**config.mk**
```make
export PLATFORM = sky130hd
export DESIGN_NAME = rtc_tod
export DESIGN_NICKNAME = d
export VERILOG_FILES = /design/src/rtc_pkg.sv /design/src/rtc_bcd_step.sv /design/src/rtc_tod.sv
export VERILOG_INCLUDE_DIRS = /design/src
export SDC_FILE = /design/constraint.sdc
export NUM_CORES = 1
export LEC_CHECK = 0
export ABC_AREA = 1
export ABC_CLOCK_PERIOD_IN_PS = 2300
export BUFFER_PORTS_ARGS = -buffer_cell sky130_fd_sc_hd__buf_2
export CAP_MARGIN = 5
export CORE_MARGIN = 5
export CORE_UTILIZATION = 50
export CTS_BUF_LIST = sky130_fd_sc_hd__clkbuf_16
export CTS_CLUSTER_SIZE = 40
export DETAILED_ROUTE_END_ITERATION = 6
export GPL_ROUTABILITY_DRIVEN = 0
export HOLD_SLACK_MARGIN = 0.02
export PLACE_DENSITY = 0.71
export SYNTH_ARGS = -nofsm -noshare
export SYNTH_HDL_FRONTEND = slang
export SYNTH_SLANG_ARGS = --single-unit
```
**constraint.sdc**
```tcl
create_clock -name core_clk_in -period 2.3 [get_ports core_clk_in]
set_clock_uncertainty 0.05 [all_clocks]
set_input_delay 0.69 -clock core_clk_in [delete_from_list [all_inputs] [get_ports core_clk_in]]
set_output_delay 0.69 -clock core_clk_in [all_outputs]
set_load 0.01 [all_outputs]
```
**src/rtc_defs.svh**
```systemverilog
// Purpose: offsets, field layouts and timing counts of the time-of-day block
// Assumes: byte-wide registers at their printed addresses, 10 MHz core clock
// Notes:   definitions only, included by bare name
`ifndef RTC_DEFS_SVH
`define RTC_DEFS_SVH

// register addresses
`define RTC_ADDR_W 12
`define RTC_SECOND_ADDR 12'h320
`define RTC_MINUTE_ADDR 12'h321
`define RTC_HOUR_ADDR 12'h322
`define RTC_FORMAT_ADDR 12'h325
`define RTC_PAGE_ADDR 12'h327

// field layouts
`define RTC_PAGE_BIT 0
`define RTC_FORMAT_BIT 0
`define RTC_PM_BIT 5
`define RTC_SEC_MASK 8'h7F
`define RTC_MIN_MASK 8'h7F
`define RTC_HOUR_MASK 8'h3F

// wrap points in packed bcd
`define RTC_SEC_MAX 7'h59
`define RTC_MIN_MAX 7'h59
`define RTC_HOUR24_MAX 7'h23
`define RTC_HOUR12_MAX 7'h11

// reset values of control state
`define RTC_PAGE_RST 1'b0
`define RTC_RDATA_RST 8'h00

// timing: one second of timebase at the core clock rate
`define RTC_CLK_PERIOD_NS 100
`define RTC_SECOND_NS 1000000000
`define RTC_SECOND_CYCLES (`RTC_SECOND_NS / `RTC_CLK_PERIOD_NS)

`endif

```
**src/rtc_pkg.sv**
```systemverilog
// Purpose: shared types of the time-of-day block
// Assumes: offsets and counts live in rtc_defs.svh
// Notes:   nothing here is imported; users write rtc_pkg::name
package rtc_pkg;

  // register page currently selected by software
  typedef enum logic [1:0] {
    RTC_TIME_PAGE  = 2'b01,
    RTC_ALARM_PAGE = 2'b10
  } rtc_page_e;

  // one set of time-of-day fields, packed bcd
  typedef struct packed {
    logic [6:0] second_count;
    logic [6:0] minute_count;
    logic [5:0] hour_count;
  } rtc_time_s;

endpackage

```
**src/rtc_bcd_step.sv**
```systemverilog
// Purpose: one packed-bcd digit pair advanced by one with a wrap point
// Assumes: input is a valid bcd value not above the wrap point
// Notes:   purely combinational; the caller decides when to take the result
`timescale 1ns/10ps
module rtc_bcd_step (
  input wire logic [6:0] value_in, // current bcd value
  input wire logic [6:0] max_in, // last value before wrapping to zero
  output logic [6:0] next_out, // value plus one, or zero on wrap
  output logic wrap_out // high when the value wraps to zero
);

  // bcd increment: units roll 9 to 0 and carry into tens
  function automatic logic [6:0] bcd_inc(input logic [6:0] v);
    logic [6:0] r;
    r = v;
    if (v[3:0] == 4'h9) begin
      r = {3'(v[6:4] + 3'h1), 4'h0};
    end else begin
      r = {v[6:4], 4'(v[3:0] + 4'h1)};
    end
    return r;
  endfunction

  // wrap check is an exact match, so a value above the wrap point walks further
  always_comb begin
    wrap_out = (value_in == max_in);
    next_out = wrap_out ? 7'h00 : bcd_inc(value_in);
  end

endmodule

```
**src/rtc_tod.sv**
```systemverilog
// Purpose: time-of-day counting registers of a real-time clock
// Assumes: one 10 MHz clock; byte register port with read data a cycle later
// Notes:   time and alarm fields are kept through system reset
//
// Functional notes
// - time, alarm and format fields are never cleared by system reset.
// - minutes are 7-bit packed bcd 0 to 59 on both pages, bit 7 reads 0.
// - the hour register has bits 7:6 at zero and the hour in bits 5:0.
// - with the format bit at 1 the hour is packed bcd 0 to 23.
// - with the format bit at 0 bit 5 is the pm flag and 4:0 hold 0 to 11.
// - page 0 reads the live count, page 1 reads the alarm fields.
`timescale 1ns/10ps
`include "rtc_defs.svh"
module rtc_tod #(
  parameter int SECOND_CYCLES = `RTC_SECOND_CYCLES // core cycles per second
) (
  input wire logic core_clk_in, // 10 MHz core clock
  input wire logic rstn_in, // asynchronous system reset, active low
  input wire logic [`RTC_ADDR_W-1:0] addr_in, // register byte address
  input wire logic [7:0] wdata_in, // write data
  input wire logic wr_in, // write strobe, one cycle
  input wire logic rd_in, // read strobe, one cycle
  output logic [7:0] rdata_out, // read data, valid the cycle after rd_in
  output logic second_tick_out // one-cycle pulse when a second elapses
);

  // page and format state
  rtc_pkg::rtc_page_e page_reg;
  logic hour_format_bit_reg;

  // live count and alarm copies
  rtc_pkg::rtc_time_s time_reg;
  logic [6:0] alarm_minute_reg;
  logic [5:0] alarm_hour_reg;

  // timebase divider
  logic [31:0] div_reg;
  logic tick;

  // carry chain results
  logic [6:0] sec_next;
  logic [6:0] min_next;
  logic [6:0] hour_next;
  logic [6:0] hour_digits;
  logic [6:0] hour_max;
  logic sec_wrap;
  logic min_wrap;
  logic hour_wrap;

  // write decode
  logic wr_sec;
  logic wr_min;
  logic wr_hour;
  logic wr_alarm_min;
  logic wr_alarm_hour;
  logic wr_format;
  logic wr_page;
  logic on_time_page;

  // read mux
  logic [7:0] rd_value;

  // time page is the only page with a live view
  assign on_time_page = (page_reg == rpkg_time_page());

  function automatic rtc_pkg::rtc_page_e rpkg_time_page();
    return rtc_pkg::RTC_TIME_PAGE;
  endfunction

  // address match shared by every decode term
  function automatic logic hit(input logic [`RTC_ADDR_W-1:0] a,
                               input logic [`RTC_ADDR_W-1:0] want);
    return (a == want);
  endfunction

  // page 0 writes land in the live count, page 1 writes in the alarm copy
  always_comb begin
    wr_sec = wr_in && hit(addr_in, `RTC_SECOND_ADDR) && on_time_page;
    wr_min = wr_in && hit(addr_in, `RTC_MINUTE_ADDR) && on_time_page;
    wr_hour = wr_in && hit(addr_in, `RTC_HOUR_ADDR) && on_time_page;
    wr_alarm_min = wr_in && hit(addr_in, `RTC_MINUTE_ADDR) && !on_time_page;
    wr_alarm_hour = wr_in && hit(addr_in, `RTC_HOUR_ADDR) && !on_time_page;
    wr_format = wr_in && hit(addr_in, `RTC_FORMAT_ADDR) && !on_time_page;
    wr_page = wr_in && hit(addr_in, `RTC_PAGE_ADDR);
  end

  // divider is reset so the tick spacing is defined; the reset only
  // shifts the phase of the next second, it never touches the count
  always_ff @(posedge core_clk_in or negedge rstn_in) begin
    if (!rstn_in) begin
      div_reg <= 32'h0000_0000;
      second_tick_out <= 1'b0;
    end else begin
      second_tick_out <= tick;
      if (tick) begin
        div_reg <= 32'h0000_0000;
      end else begin
        div_reg <= div_reg + 32'h0000_0001;
      end
    end
  end

  assign tick = (div_reg == 32'(SECOND_CYCLES - 1));

  // page select is control state and so takes a defined value at reset
  always_ff @(posedge core_clk_in or negedge rstn_in) begin
    if (!rstn_in) begin
      page_reg <= rtc_pkg::RTC_TIME_PAGE;
    end else if (wr_page) begin
      page_reg <= wdata_in[`RTC_PAGE_BIT] ? rtc_pkg::RTC_ALARM_PAGE
                                          : rtc_pkg::RTC_TIME_PAGE;
    end
  end

  always_ff @(posedge core_clk_in) begin
    if (wr_format) begin
      hour_format_bit_reg <= wdata_in[`RTC_FORMAT_BIT];
    end
  end

  rtc_bcd_step u_sec_step (
    .value_in(time_reg.second_count),
    .max_in(`RTC_SEC_MAX),
    .next_out(sec_next),
    .wrap_out(sec_wrap)
  );

  rtc_bcd_step u_min_step (
    .value_in(time_reg.minute_count),
    .max_in(`RTC_MIN_MAX),
    .next_out(min_next),
    .wrap_out(min_wrap)
  );

  // 12-hour leaves the pm flag out of the digits
  always_comb begin
    if (hour_format_bit_reg) begin
      hour_digits = {1'b0, time_reg.hour_count};
      hour_max = `RTC_HOUR24_MAX;
    end else begin
      hour_digits = {2'b00, time_reg.hour_count[4:0]};
      hour_max = `RTC_HOUR12_MAX;
    end
  end

  rtc_bcd_step u_hour_step (
    .value_in(hour_digits),
    .max_in(hour_max),
    .next_out(hour_next),
    .wrap_out(hour_wrap)
  );

  // live count has no reset
  // a write to a field wins over the tick for that field only; the
  // other fields still carry, so a write never costs a second elsewhere
  always_ff @(posedge core_clk_in) begin
    if (wr_sec) begin
      time_reg.second_count <= wdata_in[6:0];
    end else if (tick) begin
      time_reg.second_count <= sec_next;
    end
    // one process owns the whole count so the struct has a single writer
    if (wr_min) begin
      time_reg.minute_count <= wdata_in[6:0];
    end else if (tick && sec_wrap) begin
      time_reg.minute_count <= min_next;
    end
    if (wr_hour) begin
      time_reg.hour_count <= wdata_in[5:0];
    end else if (tick && sec_wrap && min_wrap) begin
      if (hour_format_bit_reg) begin
        time_reg.hour_count <= hour_next[5:0];
      end else begin
        time_reg.hour_count <= {time_reg.hour_count[`RTC_PM_BIT] ^ hour_wrap,
                                hour_next[4:0]};
      end
    end
  end

  always_ff @(posedge core_clk_in) begin
    if (wr_alarm_min) begin
      alarm_minute_reg <= wdata_in[6:0];
    end
    if (wr_alarm_hour) begin
      alarm_hour_reg <= wdata_in[5:0];
    end
  end

  // page steers the read view
  // unused high bits and unmapped addresses read as zero
  always_comb begin
    rd_value = 8'h00;
    case (addr_in)
      `RTC_SECOND_ADDR: begin
        if (on_time_page) begin
          rd_value = {1'b0, time_reg.second_count} & `RTC_SEC_MASK;
        end
      end
      `RTC_MINUTE_ADDR: begin
        rd_value = on_time_page ? {1'b0, time_reg.minute_count}
                                : {1'b0, alarm_minute_reg};
        rd_value = rd_value & `RTC_MIN_MASK;
      end
      `RTC_HOUR_ADDR: begin
        rd_value = on_time_page ? {2'b00, time_reg.hour_count}
                                : {2'b00, alarm_hour_reg};
        rd_value = rd_value & `RTC_HOUR_MASK;
      end
      `RTC_FORMAT_ADDR: begin
        if (!on_time_page) begin
          rd_value = {7'h00, hour_format_bit_reg};
        end
      end
      `RTC_PAGE_ADDR: begin
        rd_value = {7'h00, !on_time_page};
      end
      default: begin
        rd_value = 8'h00;
      end
    endcase
  end

  // read data stands for exactly the cycle after the strobe
  always_ff @(posedge core_clk_in or negedge rstn_in) begin
    if (!rstn_in) begin
      rdata_out <= `RTC_RDATA_RST;
    end else if (rd_in) begin
      rdata_out <= rd_value;
    end else begin
      rdata_out <= `RTC_RDATA_RST;
    end
  end

endmodule

```
# After elaboration in Yosys (flattened, before gate mapping)
# Cells that the tools add are included.
dict set report classes {
  addsub 7
  n_eq_ne 13
  muxes 23
  bitwise 1
  n_reduce_logical 21
}
# op count
set ops {}
lappend ops {{2-to-1 mux 7 bit} 10}
lappend ops {{equality test 12 x 10 -> 1 bit, second input constant} 5}
lappend ops {{2-to-1 mux 6 bit} 8}
lappend ops {{one-hot mux 8 bit (5 select lines)} 1}
lappend ops {{adder 32 x 1 -> 32 bit, second input constant} 1}
lappend ops {{equality test 32 x 24 -> 1 bit, second input constant} 1}
lappend ops {{2-to-1 mux 32 bit} 1}
lappend ops {{equality test 7 bit, second input constant} 2}
lappend ops {{logical AND 1 bit} 13}
lappend ops {{adder 4 x 1 -> 4 bit, second input constant} 3}
lappend ops {{equality test 4 bit, second input constant} 3}
lappend ops {{2-to-1 mux 8 bit} 1}
lappend ops {{adder 3 x 1 -> 3 bit, second input constant} 2}
lappend ops {{equality test 6 bit} 1}
lappend ops {{nonzero test 2 bit} 3}
lappend ops {{nonzero test 3 bit} 2}
lappend ops {{AND reduction 2 bit} 2}
lappend ops {{adder 2 x 1 -> 2 bit, second input constant} 1}
lappend ops {{equality test 2 x 1 -> 1 bit, second input constant} 1}
lappend ops {{2-to-1 mux 2 bit} 1}
lappend ops {{zero test 1 bit} 1}
lappend ops {{2-to-1 mux 1 bit} 1}
lappend ops {{bitwise XOR 1 bit} 1}
dict set report totals {
  register_bits 77
  input_bits 24
  wordCells 77
}

# Logic depth before layout (Yosys ltp)
# Gate-level depths: netlist of the first run.
dict set report depth {
  word_depth 7
  mapped_depth 11
  ltp_nobuf 10
}

# By module
# A second synthesis of the first run with hierarchy kept.
dict set report unflattened {
  hier_cells 730
  hier_area_um2 5127.4
}
# module n_inst cells_per_inst area_each_um2 seq_area_each_um2
set modules_own_cells {}
lappend modules_own_cells {rtc_tod 1 535 4189.0 2073.2}
lappend modules_own_cells {rtc_bcd_step 3 65 312.8 0.0}

# Worst setup path before layout of the first run
# No wires, ideal clock.
dict set report synth_timing {
  path_kind {input-to-reg}
  start {in addr_in[9]}
  end {reg alarm_minute_reg[0] (enable)}
  setup_ns 0.390
  arrival_time_ns 1.931
  setup_slack_ns -0.071
  path_stages 4
  cell_sequence {nand2_1 > nor3_4 > inv_2 > nor4_1}
}
dict set report synth_via {
  elab_chain_cells 3
}
# item line
set synth_rtl {}
lappend synth_rtl {{start: declaration} rtc_tod.sv:19} ;# input wire logic [`RTC_ADDR_W-1:0] addr_in,
lappend synth_rtl {{equality test 12 x 10 -> 1 bit} rtc_tod.sv:73} ;# return (a == want);
lappend synth_rtl {{logical AND 1 bit (2 in a row)} rtc_tod.sv:81} ;# wr_alarm_min = wr_in && hit(addr_in, `RTC_MINUTE_ADDR) && !on_time_page;
lappend synth_rtl {{named net wr_alarm_min} rtc_tod.sv:54} ;# logic wr_alarm_min;
lappend synth_rtl {{end signal: assignment} rtc_tod.sv:182} ;# alarm_minute_reg <= wdata_in[6:0];
lappend synth_rtl {{end: declaration} rtc_tod.sv:33} ;# logic [6:0] alarm_minute_reg;
# The timed path passes the listed nets, and every way through them passes these cells.
# A chain may end at the register's enable or synchronous reset.

# Final worst setup path of the first run
dict set report layout_timing {
  start {reg time_reg[14] in the netlist's numbering}
  end {reg time_reg[7] in the netlist's numbering (enable)}
}
dict set report layout_via {
  elab_chain_cells 3
}
# item line
set layout_rtl {}
lappend layout_rtl {{start: declaration} rtc_tod.sv:32} ;# rtc_pkg::rtc_time_s time_reg;
lappend layout_rtl {{equality test 7 bit} rtc_bcd_step.sv:26} ;# wrap_out = (value_in == max_in);
lappend layout_rtl {{logical AND 1 bit} rtc_tod.sv:165} ;# end else if (tick && sec_wrap) begin
lappend layout_rtl {{nonzero test 2 bit (no line)} n/a}
# No other way between the ends.

==> reports/qor.csv, run 1 <==
metric,value,unit
crit_top_cell,inv_1,
critPathMaxFanout,6,
end_kind,register,
status,"finished, final reports clean",
grt_pass1_vias,3648,
critPathRequiredTime,2.23,ns
cts_resized,0,
cts_buffer_depth,2,
root_buffer,clkbuf_16,
cap_violations,0,
synth_edf_count,34,
syn_area_per_cell,7.85,µm²
seq_area_frac_synth,46.2,%
synth_seq_cells,76,
p_leak,0.00247,µW
drt-initial-drc-count,253,
numCtsBuffers,9,
dieArea,11000,µm²
cp.arrival,1.92,ns
grt_setup_unrepaired,false,
syn_inst,572,
hold_slack,0.380,ns
netlist_area,4490,µm²
tns,0,ns
synth_fp_nets,605,
top_layer_used,met4,
yosysUniqueCellTypes,36,
maxSlewHeadroom,64.5,%
io_buffers,30,
power,2810,µW
crit_family,simple AND/OR/NAND/NOR gates,
tritoncts,built,
cpMaxStageDelayCell,edfxtp_1,
initial_core_util,51.5,%
area_growth,13.9,%
synth_top_area_share,22.9,%
min_path_type,input port to asynchronous set/reset pin,
p_per_area,550,nW/µm²
vdd_drop_max,311,µV
hpwlAfterDp,7980,µm
antenna_found_initial,0,
cts_hold_buf,0,
clock_latency,0.33,ns
synth_flop_cell,dfrtp_1,
grt_first_pass_wirelength,17500,µm
layout-drive-gt1-share,13.8,%
htreeDepth,3,
gr-usage-all-layers,19.4,%
coreArea,8720,µm²
nets,653,
drcViolationCount,0,
dr_wl_met2,4450,µm
final_hold_viol_count,0,
vias,3815,
num_rows,34,
m1WireLength,5080,µm
synth_warnings,0,
period_needed,1.99,ns
tightestPinTransition,0.532,ns
path_cells,"inv_1, ha_1, nand3_1, nor2_1, inv_1, o21ai_1",
die_x,105,µm
dieHeight,105,µm
wl,10300,µm
cts_setup_buffers,0,
largest_reg_flops,32,
synth_top_area_cell,dfrtp_1,
firstDrtPassIters,5,
drv_slew,0,
via_per_inst,5.20,
clk_pin_slew_worst_paths,0.06,ns
critPathKind,register to register,
max_stage_delay,0.41,ns
ys_top_cells_by_area,"dfrtp_1 (23%), edfxtp_1 (23%), nand2_1 (12%), nor2_1 (6.9%), inv_1 (6.7%)",
wl_met3,684,µm
cp_num_buf_inv,2,
cp-start-kind,register,
finalSetupViolCount,0,
avgRoutedWirePerCell,14.1,µm
finalCritPeriodShare,86.6,%
grt_start_max_net_pins,43,
antennaDiodeCount,0,
drtAntennaViolNets,0,
io-pin-count,33,
async_reset_ff_share,55.3,%
cts_sinks,76,
gr-total-overflow,0,
clock.fmax,502,MHz
[worst reg2reg max path, stage by stage (launching register included)]
cell      delay (ns)
edfxtp_1        0.41
inv_1           0.10
ha_1            0.14
nand3_1         0.18
nor2_1          0.28
inv_1           0.11
o21ai_1         0.38
[final timing paths]
check | startpoint | to | slack [ns] | depth (start not counted)
max reg2reg | time_reg[14] | time_reg[7] | 0.31 | 6
min reg2reg | page_reg[0] | page_reg[0] | 0.42 | 2
min in group core_clk_in | page_reg[0] | page_reg[0] | 0.42 | 2
max in group asynchronous | rstn_in | page_reg[0] | 1.45 | 2
min | rstn_in | div_reg[24] | 0.38 | 2
max | time_reg[14] | time_reg[7] | 0.31 | 6
[stage by stage]
step           cells  util (%)  cell area [µm²]  worst slack [ns]
2_1_floorplan    572         -             4490            0.0732
3_5_place_dp     717      55.4             4830            0.0916
4_1_cts          733      58.6             5110            0.0741
3_3_place_gp     717      55.4             4830            0.0907
5_1_grt          733      58.6             5110             0.137
6_report         733      58.6             5110             0.309
[cells in the mapped netlist (5+ instances only)]
| master | count |
|---|---|
| inv_2 | 6 |
| inv_1 | 80 |
| xor2_1 | 23 |
| ha_1 | 9 |
| edfxtp_1 | 34 |
| o21ai_0 | 25 |
| nand2_1 | 144 |
| nand4_1 | 13 |
| nand3_1 | 44 |
| xnor2_1 | 5 |
| dfrtp_1 | 41 |
| nor2_1 | 82 |
| a21oi_1 | 8 |
| nor3_1 | 16 |
[logic make-up (layout without fill, tap and decap cells)]
kind of cell,Yosys count,after routing,share of synthesized area [%]
simple gates,322,322,32.2
buf+inv,93,146,8.28
flops,76,76,46.2
compound gates,43,43,5.30
xor+xnor,28,28,5.46
fa+ha+maj,9,9,2.51
other cells,1,1,0.0836
[placed cells by master, fill, tap and decap left out, drive strengths merged]
master	instances
nand2	148
inv	88
nor2	88
nand3	47
buf	43
dfrtp	41
edfxtp	34
o21ai	30
xor2	23
nor3	19
nand4	13
clkbuf	10
ha	9
a21oi	8
xnor2	5
clkinv	5
o22ai	4
nor3b	3
nor4	2
nand3b	1
o211ai	1
or2	1
conb	1
dfstp	1
[power breakdown]
part / switching (µW) / total (µW) / internal, µW / leakage [µW]
Sequential: 0.101 / 1410 / 1410 / 0.000834
Clock: 531 / 1310 / 784 / 0.000150
Combinational: 58.0 / 80.3 / 22.3 / 0.00149
Total: 589 / 2810 / 2220 / 0.00247
[metal layers]
layer	global-route usage [%]	vias up
li1	-	1923
met1	29.7	1755
met2	28.2	126
met3	3.14	11
met4	5.66	0
met5	0	-
[layout make-up]
| type | instances | area [µm²] |
|---|---|---|
| Inverter | 87 | 327 |
| Multi-Input combinational cell | 403 | 2050 |
| Sequential cell | 76 | 2070 |
| Timing Repair Buffer | 43 | 248 |
| Clock buffer | 10 | 250 |
| Tap cell | 108 | 135 |
| Fill cell | 789 | 3610 |
| Clock inverter | 6 | 31.3 |
No activity file was read; power rests on OpenSTA's default activity.
==> run 2: changes to the inputs <==
- RECOVER_POWER: unset -> 100
==> run 2 against run 1 <==
Against the previous run: critical path depth is 2 higher; power decreased by 0.31%; clock power is essentially flat; combinational power is 7.3% lower; non-clock buffer count did not move; worst hold slack better by 0.035 ns; sequential power is essentially flat; final area decreased by 1.9%; die area unchanged; setup slack worse by 0.047 ns; wire length grew 0.66%; critical path type unchanged; critical endpoint is now div_reg[28]; highest routed layer unchanged.
==> reports/qor.csv, run 2 (synthesized netlist as in run 1, its figures left out) <==
metric,value,unit,change
tns,0,ns,unchanged
maxSlewHeadroom,30.5,%,-34 points
firstDrtPassIters,6,,+1
clk_pin_slew_worst_paths,0.06,ns,about the same
largest_reg_flops,32,,unchanged
dp_worst_setup_slack,0.0916,ns,unchanged
avgRoutedWirePerCell,14.2,µm,+0.66%
io_buffers,30,,unchanged
nets,653,,unchanged
wl,10400,µm,+0.66%
grt_first_pass_wirelength,17500,µm,unchanged
final_hold_viol_count,0,,unchanged
end_kind,register,,
gr-usage-all-layers,19.4,%,unchanged
finalSetupViolCount,0,,unchanged
fill_cells,808,,+2.4%
tritoncts,built,,
p_leak,0.00238,µW,-3.6%
final_common_cell,nand2_1,,
initial_core_util,51.5,%,unchanged
numCtsBuffers,9,,unchanged
htreeDepth,3,,unchanged
period_needed,2.04,ns,+0.0474 ns
cts_sinks,76,,unchanged
grt_start_max_net_pins,43,,unchanged
clock.fmax,490,MHz,-2.3%
drcViolationCount,0,,unchanged
grt_setup_unrepaired,false,,
vdd_drop_max,310,µV,-0.37%
finalCritPeriodShare,88.6,%,+2.1 points
coreArea,8720,µm²,unchanged
die_x,105,µm,unchanged
layout-drive-gt1-share,8.16,%,-5.6 points
cts_buffer_depth,2,,unchanged
p_per_area,559,nW/µm²,+1.7%
hpwlAfterDp,7980,µm,unchanged
antenna_found_initial,0,,unchanged
cp.arrival,2.21,ns,+0.29 ns
area_growth,11.7,%,
critPathRequiredTime,2.47,ns,+0.24 ns
cp-start-kind,register,,
critPathKind,register to register,,
via_per_inst,5.21,,+0.13%
dieHeight,105,µm,unchanged
min_path_type,register to register,,
cap_violations,0,,unchanged
critPathMaxFanout,5,,-1
io-pin-count,33,,unchanged
final_cell_mix,"nand2_1 (146), inv_1 (85), nor2_1 (84), nand3_1 (46), dfrtp_1 (41)",,
tightestPinTransition,1.04,ns,+0.510 ns
cts_resized,0,,unchanged
num_rows,34,,unchanged
clock_latency,0.33,ns,about the same
root_buffer,clkbuf_16,,
vias,3820,,+0.13%
drtAntennaViolNets,0,,unchanged
gr-total-overflow,0,,unchanged
fin_util,57.5,%,-1.1 points
antennaDiodeCount,0,,unchanged
reg2reg_setup_slack,0.26,ns,-0.05 ns
grt_pass1_vias,3648,,unchanged
dieArea,11000,µm²,unchanged
worst_slack,0.261,ns,-0.0474 ns
drt-initial-drc-count,259,,+2.4%
status,"finished, final reports clean",,
cts_hold_buf,0,,unchanged
drv_slew,0,,unchanged
cts_setup_buffers,0,,unchanged
==> run 2: report_power, final <==
part	switching (µW)	leakage (µW)	total (µW)	internal [µW]
clock network	528	0.000150	1310	784
logic	55.0	0.00140	74.4	19.3
registers	0.101	0.000834	1410	1410
==> run 2: layer usage <==
metal | global-route usage [%] | vias to the layer above | part of all wire [%]
li1 | - | 1922 | -
met5 | 0 | - | 0
met2 | 28.2 | 130 | 43
met3 | 3.14 | 10 | 7.9
met1 | 29.7 | 1758 | 48
met4 | 5.66 | 0 | 1.1
==> run 2: metrics by stage <==
stage | std cells | hold slack, ns | total power [µW] | cell area, µm²
5_1_grt | 733 | 0.444 | 2890 | 5010
4_1_cts | 733 | 0.403 | 2830 | 5110
3_3_place_gp | 717 | 0.397 | 1520 | 4830
6_report | 733 | 0.415 | 2800 | 5010
3_5_place_dp | 717 | 0.407 | 1520 | 4830
2_1_floorplan | 572 | 0.344 | 1470 | 4490
==> run 2: path summary, 6_finish.rpt <==
path,start,to,cells past startpoint
max,div_reg[8],div_reg[28],8
min,page_reg[0],page_reg[0],2
max reg2reg,div_reg[8],div_reg[28],8
min reg2reg,page_reg[0],page_reg[0],2
max in group asynchronous,rstn_in,div_reg[15],2
min in group asynchronous,rstn_in,div_reg[24],2
==> run 2: critical path, stage by stage (launching register included) <==
cell	delay (ns)
dfrtp_1	0.35
clkbuf_1	0.25
nand2_1	0.08
nor2_1	0.29
nand3_1	0.22
nor3_1	0.43
nand3_1	0.14
nand2_1	0.09
inv_1	0.04
==> run 2: area by class of cell <==
| type | count | area, µm² | share of cell area (%) |
|---|---|---|---|
| flip-flops and latches | 76 | 2070 | 41.3 |
| clock buffers | 10 | 250 | 4.99 |
| well taps | 108 | 135 | 2.69 |
| multi-input cells | 403 | 1990 | 39.7 |
| repair buffers | 43 | 208 | 4.14 |
| clock inverters | 6 | 31.3 | 0.624 |
| inverters | 87 | 327 | 6.51 |
==> run 3: changes to the inputs <==
--- a/config.mk
+++ b/config.mk
@@ -11,5 +11,5 @@
 export BUFFER_PORTS_ARGS = -buffer_cell sky130_fd_sc_hd__buf_2
 export CAP_MARGIN = 5
-export CORE_MARGIN = 5
+export CORE_MARGIN = 2
 export CORE_UTILIZATION = 50
 export CTS_BUF_LIST = sky130_fd_sc_hd__clkbuf_16
--- a/constraint.sdc
+++ b/constraint.sdc
@@ -3,3 +3,3 @@
 set_input_delay 0.69 -clock core_clk_in [delete_from_list [all_inputs] [get_ports core_clk_in]]
 set_output_delay 0.69 -clock core_clk_in [all_outputs]
-set_load 0.01 [all_outputs]
+set_load 0.005 [all_outputs]
==> run 3 against run 2 <==
Against the previous run: global-route usage grew 4.0 points; flip-flop and latch count unchanged; worst hold slack worse by 0.097 ns; non-clock buffer count shrank 1; die area shrank 11%; via count rose by 2.0%; clock power is 5% lower; sequential power is essentially flat.
==> reports/qor.csv, run 3 (synthesized netlist as in run 1, its figures left out) <==
metric,value,unit,change
status,"finished, final reports clean",,
largest_reg_flops,32,,unchanged
gr-total-overflow,0,,unchanged
coreArea,8720,µm²,unchanged
final_cell_mix,"nand2_1 (146), inv_1 (87), nor2_1 (84), nand3_1 (44), dfrtp_1 (41)",,
vdd_drop_max,389,µV,+25%
via_per_inst,5.32,,+2.2%
maxSlewHeadroom,35.4,%,+4.9 points
dieHeight,98.7,µm,-5.7%
max_stage_delay,0.41,ns,-0.02 ns
die_x,98.7,µm,-5.7%
final_common_cell,nand2_1,,
grt_start_max_net_pins,25,,-42%
grt_first_pass_wirelength,17800,µm,+2.1%
io-pin-count,33,,unchanged
period_needed,2.15,ns,+0.112 ns
finalSetupViolCount,0,,unchanged
firstDrtPassIters,5,,-1
cts_sinks,76,,unchanged
cts_hold_buf,0,,unchanged
worst_slack,0.149,ns,-0.112 ns
layout-drive-gt1-share,9.29,%,+1.1 points
io_buffers,30,,unchanged
initial_core_util,51.5,%,unchanged
antennaDiodeCount,0,,unchanged
layout.cells.non_filler,732,,-0.14%
hpwlAfterDp,8120,µm,+1.8%
cts_buffer_depth,2,,unchanged
tns,0,ns,unchanged
wl,10600,µm,+2.2%
crit_family,simple AND/OR/NAND/NOR gates,,
drt-initial-drc-count,305,,+18%
clk_pin_slew_worst_paths,0.06,ns,about the same
p_leak,0.00241,µW,+1.1%
num_rows,34,,unchanged
drv_slew,0,,unchanged
numCtsBuffers,9,,unchanged
area_growth,12.1,%,
critPathMaxFanout,8,,+3
avgRoutedWirePerCell,14.5,µm,+2.3%
grt_setup_unrepaired,false,,
min_path_type,input port to asynchronous set/reset pin,,
end_kind,register,,
htreeDepth,3,,unchanged
critPathKind,input port to register,,
p_per_area,545,nW/µm²,-2.5%
grt_pass1_vias,3716,,+1.9%
vias,3897,,+2.0%
nets,652,,-0.15%
clock.fmax,465,MHz,-5.2%
antenna_found_initial,0,,unchanged
dp_worst_setup_slack,0.0678,ns,-0.0238 ns
tritoncts,built,,
cts_setup_buffers,0,,unchanged
root_buffer,clkbuf_16,,
finalCritPeriodShare,93.5,%,+4.9 points
cp_num_buf_inv,3,,+1
tightestPinTransition,0.968,ns,-0.0735 ns
dieArea,9750,µm²,-11%
cp-start-kind,input port,,
cap_violations,0,,unchanged
cp.arrival,2.08,ns,-0.13 ns
cpMaxStageDelayCell,nor2_1,,
critPathRequiredTime,2.23,ns,-0.24 ns
path_cells,"buf_2, inv_1, nand2_1, nor2_1, nand2_2, nor4_2, clkbuf_1",,
clock_latency,0.33,ns,about the same
drcViolationCount,0,,unchanged
drtAntennaViolNets,0,,unchanged
gr-usage-all-layers,23.3,%,+4.0 points
final_hold_viol_count,0,,unchanged
power,2740,µW,-2.2%
cts_resized,0,,unchanged
hold_slack,0.318,ns,-0.0974 ns
dp_cells,716,,-0.14%
## run 3: changes by cell type in the layout (fill, tap and decap cells not counted), moves of 2 or more
| cell | change |
|---|---|
| buf_2 | +5 |
| nand3_1 | -2 |
| clkbuf_1 | -7 |
| inv_1 | +2 |
| clkinv_1 | +2 |
| inv_2 | -2 |
| clkinv_2 | -2 |
| nand3_2 | +2 |
## run 3: through the flow
step / cell area [µm²] / util (%)
6_report: 5030 / 57.7
5_1_grt: 5030 / 57.7
4_1_cts: 5090 / 58.3
3_5_place_dp: 4820 / 55.3
3_3_place_gp: 4820 / 55.3
2_1_floorplan: 4490 / -
## run 3: area by class of cell
| class | count | area (µm²) |
|---|---|---|
| timing repair buffer | 42 | 211 |
| sequential | 76 | 2070 |
| inverter | 87 | 327 |
| clock inverter | 7 | 36.3 |
| multi-input combinational | 403 | 2020 |
| tap | 108 | 135 |
| fill | 785 | 3690 |
| clock buffer | 9 | 225 |
## run 3: final timing paths
check / start / depth (start not counted) / slack [ns] / endpoint
min in group core_clk_in: page_reg[0] / 2 / 0.43 / page_reg[0]
setup / recovery: addr_in[6] / 7 / 0.15 / alarm_minute_reg[0]
hold reg to reg: page_reg[0] / 2 / 0.43 / page_reg[0]
setup reg to reg: page_reg[1] / 6 / 0.24 / alarm_minute_reg[0]
max in group asynchronous: rstn_in / 2 / 0.57 / div_reg[2]
hold / removal: rstn_in / 1 / 0.32 / div_reg[24]
## run 3: routing by layer
metal  track usage [%]  part of all wire (%)  wire length (µm)
met3              5.60                   8.2               875
met2              34.7                    44              4720
met1              33.5                    46              4870
met5                 0                     0                 0
met4              8.43                   1.5               157
## run 3: power by group
part / switching, µW / internal [µW] / total [µW]
combinational: 56.6 / 20.1 / 76.6
sequential: 0.128 / 1410 / 1410
clock: 533 / 714 / 1250
